`config.mk`:
```
export PLATFORM = sky130hd
export DESIGN_NAME = long_mode_opcode_validity_decoder
export DESIGN_NICKNAME = d
export VERILOG_FILES = /design/src/lm_decode_pkg.sv /design/src/long_mode_opcode_validity_decoder.sv
export VERILOG_INCLUDE_DIRS = /design/src
export SDC_FILE = /design/constraint.sdc
export NUM_CORES = 1
export LEC_CHECK = 0
export ABC_AREA = 1
export BUFFER_PORTS_ARGS = -buffer_cell sky130_fd_sc_hd__buf_2
export CORE_MARGIN = 2
export CORE_UTILIZATION = 30
export DETAILED_ROUTE_END_ITERATION = 10
export PLACE_DENSITY_LB_ADDON = 0.08
export REMOVE_ABC_BUFFERS = 1
export SYNTH_ARGS = -nofsm -noshare
export SYNTH_HDL_FRONTEND = slang
export SYNTH_SLANG_ARGS = --single-unit
```
`constraint.sdc`:
```
create_clock -name i_core_clk -period 5.7 [get_ports i_core_clk]
set_input_delay 1.14 -clock i_core_clk [delete_from_list [all_inputs] [get_ports i_core_clk]]
set_output_delay 1.14 -clock i_core_clk [all_outputs]
set_load 0.03 [all_outputs]
```
`src/lm_decode_defs.svh`:
```
// constants for the long mode opcode validity decoder: opcodes, register map,
// reset values; included by the decoder module only
`ifndef LM_DECODE_DEFS_SVH
`define LM_DECODE_DEFS_SVH

// one-byte opcodes that fault in 64-bit mode
`define OPC_ASCII_ADJ_ADD   8'h37
`define OPC_ASCII_ADJ_SUB   8'h3f
`define OPC_ASCII_ADJ_MUL   8'hd4
`define OPC_ASCII_ADJ_DIV   8'hd5
`define OPC_DEC_ADJ_ADD     8'h27
`define OPC_DEC_ADJ_SUB     8'h2f
`define OPC_BOUND_CHECK     8'h62
`define OPC_OVF_INT         8'hce
`define OPC_FAR_CALL_ABS    8'h9a
`define OPC_FAR_JMP_ABS     8'hea
`define OPC_LOAD_DS_PTR     8'hc5
`define OPC_LOAD_ES_PTR     8'hc4
`define OPC_POP_DS          8'h1f
`define OPC_POP_ES          8'h07
`define OPC_POP_SS          8'h17
`define OPC_PUSH_CS         8'h0e
`define OPC_PUSH_DS         8'h1e
`define OPC_PUSH_ES         8'h06
`define OPC_PUSH_SS         8'h16
`define OPC_PUSH_ALL        8'h60
`define OPC_POP_ALL         8'h61
`define OPC_GRP1_DUP        8'h82
`define OPC_CARRY_ACC_SET   8'hd6

// reassigned and two-byte forms
`define OPC_PREFIX_HI_NIB   4'h4
`define OPC_SEXT_MOVE       8'h63
`define OPC_GRP_INC_DEC     8'hff
`define OPC_TWO_BYTE        8'h0f
`define OPC_FAST_ENTRY      8'h34
`define OPC_FAST_EXIT       8'h35
`define REG_FIELD_INC       3'h0
`define REG_FIELD_DEC       3'h1
`define REG_FIELD_SAVE      3'h0
`define REG_FIELD_RESTORE   3'h1

// register map, byte addresses
`define ADDR_CTRL           12'h000
`define ADDR_STATUS         12'h004
`define ADDR_FEATURE        12'h008
`define ADDR_FAULT_CNT      12'h00c

// control fields and reset values
`define CTRL_ENABLE_BIT     0
`define CTRL_CLEAR_BIT      1
`define CTRL_ENABLE_RESET   1'b1
`define FEATURE_FAST_SR_BIT 0

`endif

```
`src/lm_decode_pkg.sv`:
```
// types shared by the long mode opcode validity decoder and its bench
// assumes nothing beyond a SystemVerilog compiler
package lm_decode_pkg;

	typedef enum logic [1:0] {
		MODE_LEGACY,
		MODE_COMPAT,
		MODE_LONG64
	} cpu_mode_t;

	typedef enum logic [1:0] {
		OPSZ_16,
		OPSZ_32,
		OPSZ_64
	} op_size_t;

	typedef enum logic [3:0] {
		OP_OTHER,
		OP_FAULT,
		OP_EXT_PREFIX,
		OP_INC_REG,
		OP_DEC_REG,
		OP_INC_RM,
		OP_DEC_RM,
		OP_SEXT_MOVE,
		OP_PRIV_ADJUST,
		OP_MEDIA_SAVE,
		OP_MEDIA_RESTORE
	} op_class_t;

	// one instruction presented by fetch, with its context
	typedef struct packed {
		logic      valid;
		logic [7:0] byte0;
		logic [7:0] byte1;
		logic [7:0] byte2;
		logic      ext_prefix;
		cpu_mode_t mode;
		logic [1:0] priv_level;
		op_size_t  op_size;
		logic      fast_sr_en;
	} fetch_t;

	// decode verdict handed to the execution pipeline
	typedef struct packed {
		logic      valid;
		logic      invalid_opcode_fault;
		op_class_t op_class;
		logic [3:0] ext_bits;
		logic      src_32;
		logic      sext_to_64;
		logic      wide_format;
		logic      skip_wide_media;
		logic      save_x87_env;
	} decode_t;

	typedef struct packed {
		logic        psel;
		logic        penable;
		logic        pwrite;
		logic [11:0] paddr;
		logic [31:0] pwdata;
	} apb_req_t;

endpackage

```
`src/long_mode_opcode_validity_decoder.sv`:
```
// long mode opcode validity decoder: classifies the first instruction bytes,
// flags opcodes that are illegal in the current sub-mode and picks the
// media state save-restore format, with a small apb register block.
// assumes fetch presents a whole opcode (up to three bytes) with its mode,
// privilege, operand size and prefix flag in one cycle, all synchronous.
//
// The implementer's own choices: the APB interface to the registers and the placing of the registers.
`timescale 1ns/10ps
`include "lm_decode_defs.svh"

module long_mode_opcode_validity_decoder
	import lm_decode_pkg::*;
#(
	parameter int          CNT_W        = 16,
	parameter logic [7:0]  MEDIA_GRP_OP = 8'hae,
	parameter logic        FAST_SR_AVAIL = 1'b1
) (
	input  wire logic        i_core_clk,
	input  wire logic        i_reset,
	input  wire logic        i_ce,
	input  wire fetch_t      i_fetch,
	input  wire apb_req_t    i_apb,
	output decode_t          o_dec,
	output logic [31:0]      o_prdata,
	output logic             o_pready,
	output logic             o_pslverr
);

	// every piece of state in one record so freeze and reset act alike
	typedef struct packed {
		decode_t          dec;
		logic [CNT_W-1:0] fault_cnt;
		logic [7:0]       last_op;
		cpu_mode_t        last_mode;
		logic             last_fault;
		logic             enable;
		logic [31:0]      prdata;
		logic             pready;
		logic             pslverr;
	} state_t;

	localparam logic [CNT_W-1:0] CNT_ONE = {{(CNT_W-1){1'b0}}, 1'b1};
	localparam logic [CNT_W-1:0] CNT_MAX = {CNT_W{1'b1}};

	state_t s_reg;
	state_t s_next;

	// decode scratch, filled in the combinational process
	logic      is_64;
	logic      is_long;
	logic      bad_in_64;
	logic      bad_in_long;
	logic      take;
	logic      fault;
	logic [2:0] reg1;
	logic [2:0] reg2;
	decode_t   d;

	// apb scratch
	logic      apb_access;
	logic      apb_wr;
	logic      apb_rd;
	logic      hit;
	logic [31:0] rdata;
	logic      clear_cnt;

	// mode and operand-form fields used by several checks
	assign is_64   = (i_fetch.mode == MODE_LONG64);
	assign is_long = is_64 | (i_fetch.mode == MODE_COMPAT);
	assign reg1    = i_fetch.byte1[5:3];
	assign reg2    = i_fetch.byte2[5:3];
	assign take    = i_fetch.valid & s_reg.enable;

	// table of one-byte opcodes that are illegal only in 64-bit mode
	always_comb begin
		case (i_fetch.byte0)
			`OPC_ASCII_ADJ_ADD,
			`OPC_ASCII_ADJ_SUB,
			`OPC_ASCII_ADJ_MUL,
			`OPC_ASCII_ADJ_DIV: bad_in_64 = 1'b1;
			`OPC_DEC_ADJ_ADD,
			`OPC_DEC_ADJ_SUB: bad_in_64 = 1'b1;
			`OPC_BOUND_CHECK,
			`OPC_OVF_INT: bad_in_64 = 1'b1;
			`OPC_FAR_CALL_ABS,
			`OPC_FAR_JMP_ABS: bad_in_64 = 1'b1;
			`OPC_LOAD_DS_PTR,
			`OPC_LOAD_ES_PTR: bad_in_64 = 1'b1;
			`OPC_POP_DS,
			`OPC_POP_ES,
			`OPC_POP_SS: bad_in_64 = 1'b1;
			`OPC_PUSH_CS,
			`OPC_PUSH_DS,
			`OPC_PUSH_ES,
			`OPC_PUSH_SS: bad_in_64 = 1'b1;
			`OPC_PUSH_ALL,
			`OPC_POP_ALL: bad_in_64 = 1'b1;
			`OPC_GRP1_DUP,
			`OPC_CARRY_ACC_SET: bad_in_64 = 1'b1;
			default: bad_in_64 = 1'b0;
		endcase
	end

	// fast system entry and exit are gone in both long sub-modes
	assign bad_in_long = (i_fetch.byte0 == `OPC_TWO_BYTE) &&
	                     ((i_fetch.byte1 == `OPC_FAST_ENTRY) ||
	                      (i_fetch.byte1 == `OPC_FAST_EXIT));

	// the fault wins over any other meaning of the bytes
	assign fault = take & ((is_64 & bad_in_64) | (is_long & bad_in_long));

	// classification, all in the cycle the bytes are presented
	always_comb begin
		d = '0;
		d.valid = take;
		d.invalid_opcode_fault = fault;
		d.save_x87_env = 1'b1;
		d.op_class = OP_OTHER;
		if (!take) begin
			d = '0;
		end else if (fault) begin
			// no execution class is handed on with a fault
			d.op_class = OP_FAULT;
		end else if (i_fetch.byte0[7:4] == `OPC_PREFIX_HI_NIB) begin
			if (is_64) begin
				d.op_class = OP_EXT_PREFIX;
				d.ext_bits = i_fetch.byte0[3:0];
			end else if (i_fetch.byte0[3]) begin
				d.op_class = OP_DEC_REG;
			end else begin
				d.op_class = OP_INC_REG;
			end
		end else if (i_fetch.byte0 == `OPC_GRP_INC_DEC) begin
			// register and memory forms stay legal in every mode
			if (reg1 == `REG_FIELD_INC) begin
				d.op_class = OP_INC_RM;
			end else if (reg1 == `REG_FIELD_DEC) begin
				d.op_class = OP_DEC_RM;
			end
		end else if (i_fetch.byte0 == `OPC_SEXT_MOVE) begin
			if (is_64) begin
				d.op_class = OP_SEXT_MOVE;
				d.src_32 = 1'b1;
				d.sext_to_64 = i_fetch.ext_prefix;
			end else begin
				d.op_class = OP_PRIV_ADJUST;
			end
		end else if ((i_fetch.byte0 == `OPC_TWO_BYTE) &&
		             (i_fetch.byte1 == MEDIA_GRP_OP) &&
		             ((reg2 == `REG_FIELD_SAVE) || (reg2 == `REG_FIELD_RESTORE))) begin
			d.op_class = (reg2 == `REG_FIELD_SAVE) ? OP_MEDIA_SAVE : OP_MEDIA_RESTORE;
			// only an explicit 64-bit size picks the expanded image
			d.wide_format = (i_fetch.op_size == OPSZ_64);
			// fast skip needs all three conditions, else full set moves
			d.skip_wide_media = i_fetch.fast_sr_en & is_64 &
			                    (i_fetch.priv_level == 2'h0);
			d.save_x87_env = 1'b1;
		end
	end

	// apb phase decode; pready answers one cycle into the access phase
	assign apb_access = i_apb.psel & i_apb.penable & ~s_reg.pready;
	assign apb_wr     = apb_access & i_apb.pwrite;
	assign apb_rd     = apb_access & ~i_apb.pwrite;

	// register read mux; unmapped addresses read zero and raise pslverr
	always_comb begin
		hit = 1'b1;
		rdata = 32'h0000_0000;
		case (i_apb.paddr)
			`ADDR_CTRL: begin
				rdata[`CTRL_ENABLE_BIT] = s_reg.enable;
			end
			`ADDR_STATUS: begin
				rdata[7:0] = s_reg.last_op;
				rdata[9:8] = s_reg.last_mode;
				rdata[16] = s_reg.last_fault;
			end
			`ADDR_FEATURE: begin
				// software tests this before setting the enable bit
				rdata[`FEATURE_FAST_SR_BIT] = FAST_SR_AVAIL;
			end
			`ADDR_FAULT_CNT: begin
				rdata[CNT_W-1:0] = s_reg.fault_cnt;
			end
			default: begin
				hit = 1'b0;
			end
		endcase
	end

	// clear bit is a write-one strobe and never stored
	assign clear_cnt = apb_wr && (i_apb.paddr == `ADDR_CTRL) &&
	                   i_apb.pwdata[`CTRL_CLEAR_BIT];

	// next state
	always_comb begin
		s_next = s_reg;
		s_next.dec = d;
		// status follows the last opcode actually decoded
		if (take) begin
			s_next.last_op = i_fetch.byte0;
			s_next.last_mode = i_fetch.mode;
			s_next.last_fault = fault;
		end
		// a fault landing with a clear still counts, and the count saturates
		if (clear_cnt) begin
			s_next.fault_cnt = fault ? CNT_ONE : '0;
		end else if (fault && (s_reg.fault_cnt != CNT_MAX)) begin
			s_next.fault_cnt = s_reg.fault_cnt + CNT_ONE;
		end
		if (apb_wr && (i_apb.paddr == `ADDR_CTRL)) begin
			s_next.enable = i_apb.pwdata[`CTRL_ENABLE_BIT];
		end
		// answer lasts one cycle; read data holds until the next read
		s_next.pready = apb_access;
		s_next.pslverr = apb_access & ~hit;
		if (apb_rd) begin
			s_next.prdata = rdata;
		end
	end

	// registered state; clock enable low freezes everything
	always_ff @(posedge i_core_clk) begin
		if (i_reset) begin
			s_reg <= '0;
			s_reg.enable <= `CTRL_ENABLE_RESET;
			s_reg.last_mode <= MODE_LEGACY;
		end else if (i_ce) begin
			s_reg <= s_next;
		end
	end

	// outputs straight from the state record
	assign o_dec     = s_reg.dec;
	assign o_prdata  = s_reg.prdata;
	assign o_pready  = s_reg.pready;
	assign o_pslverr = s_reg.pslverr;

endmodule

```
==> results of run 1 <==
metrics by stage:
step	cell area [um^2]	total power, mW
final	4260	1.08
after global routing	4260	1.13
after CTS	4260	1.10
after detailed placement	3970	0.538
after global placement	3970	0.537
after floorplan	3340	0.495
final timing paths:
check                                     to  cells past startpoint
worst max-delay path               s_reg[48]                     10
worst min-delay path            o_prdata[16]                      2
worst max register to register     s_reg[61]                     13
worst min register to register  o_prdata[16]                      2
logic make-up after synthesis:
family,synth area share
fa+ha+maj,0.00669
xor+xnor,0.00703
compound gates,0.109
buf+inv,0.185
simple gates,0.364
other cells,0.00100
flops,0.327
per-layer routing:
layer  wire, um  vias up  global-route usage  part of all wire
li1           -     1814                   -                 -
met1       4560     1591               0.196              0.45
met2       4920       97               0.279              0.48
met3        503       13              0.0350             0.049
met4        195        0              0.0794             0.019
met5          0        -                   0                 0
area by class of cell:
cell class,count,area (um^2),area share
Clock buffer,11,243,0.0570
Clock inverter,5,50.0,0.0117
Inverter,65,244,0.0573
Multi-Input combinational cell,381,1880,0.441
Sequential cell,61,1220,0.287
Tap cell,168,210,0.0493
Timing Repair Buffer,82,413,0.0969
power breakdown:
part / leakage, nW / internal, mW / switching, mW
Sequential: 0.493 / 0.433 / 0.00333
Clock: 0.149 / 0.347 / 0.201
Combinational: 1.35 / 0.0257 / 0.0662
Total: 1.99 / 0.805 / 0.270
worst max-delay path, stage by stage:
cell     delay [ps]
buf_2            90
or2_2           280
inv_1           120
nand4_1         200
nor2_2          230
nand3_2         390
nand2_2         210
inv_2           160
nor2_2          140
nor2_2           40
layout by cell type (no fill, tap or decap), types with 2 or more instances in the layout:
master	count
nand2_1	131
buf_2	81
dfxtp_1	61
inv_1	60
nor2_1	45
nand3_1	38
a21oi_1	37
nor2_2	30
o21ai_0	16
conb_1	15
nor3_1	11
nand4_1	10
a31oi_1	9
clkbuf_16	9
inv_2	5
nand2_2	5
or2_2	4
a32oi_1	4
nand3b_1	4
clkinv_2	4
nand3_2	3
xor2_1	3
nor2_4	2
ha_1	2
==> flow_summary.json, run 1 <==
{
  "final_cells": 773,
  "cts.sinks": 61,
  "grt_overflow": 0,
  "start_util": 0.309,
  "maxCapViolCount": 0,
  "clock_path_buffers": 2,
  "gr-usage-all-layers": 0.164,
  "worst_slew_pin_slew_ps": 835,
  "place_ws_ps": 2580,
  "post_cts_resized": 0,
  "setup_violations": 0,
  "ys_top_cells_by_area": "dfxtp_1 33%, nand2_1 13%, buf_4 9.4%, inv_1 6.0%, nand3_1 5.1%",
  "setup_slack_ps": 2930,
  "ys_seq_area_frac": 0.327,
  "async_flop_share": 0,
  "postCtsHoldBufs": 0,
  "tns_ps": 0,
  "grt_pass1_vias": 3391,
  "cts_root_buf": "clkbuf_16",
  "post-route-period-util": 0.486,
  "grt_pass1_wl_um": 16900,
  "vias_per_cell": 4.55,
  "required_ps": 5930,
  "first_iter_violations": 124,
  "insertion_delay_ps": 340,
  "clk_pin_slew_ps": 50,
  "nFillCells": 1376,
  "largest_reg_flops": 28,
  "synth-seq-cells": 61,
  "powerDensity_nw_per_um2": 252,
  "gp_routability_congestion": 0.801,
  "areaGrowthSynthToFinish_pct": 14.0,
  "min_path_type": "flip-flop to flip-flop",
  "row_count": 40,
  "drive_gt1_frac": 0.246,
  "period_minus_slack_ps": 2770,
  "finalHoldViolCount": 0,
  "synthTopCellsByCount": "131 x nand2_1, 61 x dfxtp_1, 60 x inv_1, 47 x buf_4, 46 x nor2_1",
  "placed_cells": 757,
  "syn_area_per_cell_um2": 6.72,
  "path_max_fanout": 17,
  "holdWs_ps": 458,
  "p_leak_nw": 1.99,
  "final_util": 0.352,
  "fin_nets": 685,
  "tritoncts": "done",
  "slew_headroom": 0.443,
  "critical_path.startpoint": "i_apb[33]",
  "crit_type": "input pin to flip-flop",
  "fmax_ghz": 0.361,
  "antenna_found_initial": 0,
  "cts_inserted_buffers": 9,
  "synth.largest_area_cell": "dfxtp_1",
  "port_buffers": 81,
  "r2r-start": "s_reg[46]",
  "die_area_um2": 13400,
  "ios": 132,
  "netlist_instances": 556,
  "wl_per_cell_um": 13.2,
  "grt_max_degree": 41,
  "timing.hold.worst.start": "o_prdata[16]",
  "drtPass1Iterations": 5,
  "synth-warning-count": 0,
  "synth.most_common_cell": "nand2_1",
  "status": "finished clean",
  "n_antenna_cell": 0,
  "cts_setup_buffers": 0,
  "wl_um": 10200,
  "maxSlewViolCount": 0,
  "critPathLaunchType": "input pin",
  "mappedNetlistArea_um2": 3740,
  "post-dp-hpwl_um": 7260,
  "core-area_um2": 12100,
  "ys_types": 39,
  "rsz0062_at_grt": "false",
  "cp-end-kind": "flip-flop",
  "ys.flop_type": "dfxtp_1",
  "skew_ps": 5.63,
  "via_count": 3515,
  "synth_edf_count": 0,
  "ant_nets": 0,
  "synth_top_area_share": 0.327,
  "fp.dieH_um": 116,
  "r2r_slack_ps": 3440,
  "arrival_ps": 3000,
  "peakVddDrop_mv": 0.0944,
  "die_w_um": 116,
  "cts_max_level": 3,
  "route.detailed.drc": 0
}
Power figures use the tool's default switching activity.
==> run 2, diff against run 1 <==
==> constraint.sdc (replaced) <==
create_clock -name i_core_clk -period 2.4 [get_ports i_core_clk]
set_input_delay 0.48 -clock i_core_clk [delete_from_list [all_inputs] [get_ports i_core_clk]]
set_output_delay 0.48 -clock i_core_clk [all_outputs]
set_load 0.03 [all_outputs]
==> run 2 against run 1 <==
  * Sequential share of layout area decreased by 0.99 points
  * Clock-buffer cell count increased by 2
  * Total power is 150% higher
  * Critical path depth rose by 3
  * Setup slack worse by 2700 ps
  * Highest routed layer unchanged
  * First-iteration DRC count shrank 10%
  * Global-route usage about the same
  * Register-to-register slack worse by 3200 ps
  * Wire length about the same
  * Critical path type is now flip-flop to flip-flop
==> flow_summary.json, run 2 (synthesized netlist as in run 1, its figures left out) <==
{
  "status": "finished clean",
  "p_total_mw": 2.68,
  "post_cts_resized": 0,
  "ant_nets": 0,
  "critPathSlowestCell": "dfxtp_1",
  "grt_pass1_wl_um": 17000,
  "port_buffers": 81,
  "rsz0062_at_grt": "false",
  "post-route-period-util": 0.889,
  "wl_um": 10200,
  "worst_slew_pin_slew_ps": 711,
  "p_leak_nw": 2.07,
  "fmax_ghz": 0.469,
  "rr_worst_depth": 13,
  "areaGrowthSynthToFinish_pct": 18.1,
  "core-area_um2": 12100,
  "timing.hold.worst.start": "i_fetch[6]",
  "layout_common_cells": "131 x nand2_1, 81 x buf_2, 61 x dfxtp_1",
  "critical_path.startpoint": "s_reg[47]",
  "grtUsageMet2": 0.285,
  "place_ws_ps": 223,
  "nFillCells": 1376,
  "dpl-instance-area_um2": 4090,
  "required_ps": 2670,
  "setup_violations": 0,
  "cp-end-kind": "flip-flop",
  "postCtsHoldBufs": 0,
  "final_common_cell": "nand2_1",
  "min_path_type": "input pin to flip-flop",
  "tns_ps": 0,
  "finalHoldViolCount": 0,
  "crit_type": "flip-flop to flip-flop",
  "slew_headroom": 0.525,
  "die_area_um2": 13400,
  "peakVddDrop_mv": 0.306,
  "die_w_um": 116,
  "maxCapViolCount": 0,
  "gp_routability_congestion": 0.797,
  "grt_overflow": 0,
  "cp_slowest_stage_delay_ps": 380,
  "wl_per_cell_um": 12.9,
  "insertion_delay_ps": 330,
  "worstPathCellList": "ha_1 -> nand3_2 -> nor2_2 -> nand2_2 -> nor2_2 -> nand2_2 -> nor2_4 -> nand4_4 -> nand3_4 -> nand2_2 -> inv_2 -> nor2_1 -> nor2_1",
  "fin_nets": 699,
  "row_count": 40,
  "grt_pass1_vias": 3456,
  "drive_gt1_frac": 0.262,
  "grt_max_degree": 40,
  "grt_busiest_layer": "met2",
  "n_antenna_cell": 0,
  "setup_slack_ps": 266,
  "arrival_ps": 2400,
  "skew_ps": 4.54,
  "cts_max_level": 3,
  "antenna_found_initial": 0,
  "rr_endpoint": "s_reg[61]",
  "post-dp-hpwl_um": 7760,
  "powerDensity_nw_per_um2": 607,
  "ios": 132,
  "gr-usage-all-layers": 0.164,
  "clk_pin_slew_ps": 50,
  "clock_path_buffers": 2,
  "holdPathEnd": "s_reg[37]",
  "holdPathStages": 3,
  "maxSlewViolCount": 0,
  "tritoncts": "done",
  "start_util": 0.309,
  "cts_setup_buffers": 0,
  "first_iter_violations": 111,
  "holdWs_ps": 409,
  "period_minus_slack_ps": 2130,
  "cpMostUsedCell": "nand2_2",
  "via_count": 3564,
  "r2r-start": "s_reg[47]",
  "cts.sinks": 61,
  "r2r_slack_ps": 270,
  "drtPass1Iterations": 4,
  "critPathLaunchType": "flip-flop",
  "vias_per_cell": 4.53,
  "cts_inserted_buffers": 9,
  "cts_root_buf": "clkbuf_16",
  "stdcell_area_um2": 4410,
  "globalRouteMet3Util": 0.0460,
  "use_met1": 0.199,
  "path_max_fanout": 11,
  "largest_reg_flops": 28,
  "route.detailed.drc": 0,
  "fp.dieH_um": 116
}
run 2: per-layer routing:
layer / share of wire / up-vias
met5: 0 / -
met4: 0.012 / 0
met3: 0.049 / 11
met2: 0.49 / 71
met1: 0.45 / 1632
li1: - / 1850
run 2: area by class of cell:
cell class,instances,area (um^2),share of cell area
multi-input combinational,381,1880,0.426
sequential,61,1220,0.277
tap,168,210,0.0476
clock inverter,3,67.6,0.0153
clock buffer,13,260,0.0590
inverter,65,244,0.0553
timing repair buffer,96,531,0.120
run 2: metrics by stage:
step,utilization,instances
floorplan,-,507
global placement,0.337,771
detailed placement,0.337,771
CTS,0.364,787
global route,0.364,787
finish,0.364,787
run 2: worst max-delay path, delay by kind of cell (launching register included):
| kind | cells | cell delay (ps) |
|---|---|---|
| adders and majority gates | 1 | 230 |
| DFF | 1 | 380 |
| buffers and inverters | 1 | 260 |
| and+or+nand+nor | 11 | 1190 |
run 2: worst max-delay path by stage:
stage                endpoint  slack, ps
global placement    s_reg[61]        240
global route        s_reg[61]         50
floorplan           s_reg[46]         -6
detailed placement  s_reg[55]        220
CTS                 s_reg[61]        210
finish              s_reg[61]        270
run 2: power by group:
part	switching, mW	internal, mW
registers	0.00807	1.03
logic	0.158	0.0686
clock network	0.450	0.966
total	0.617	2.06
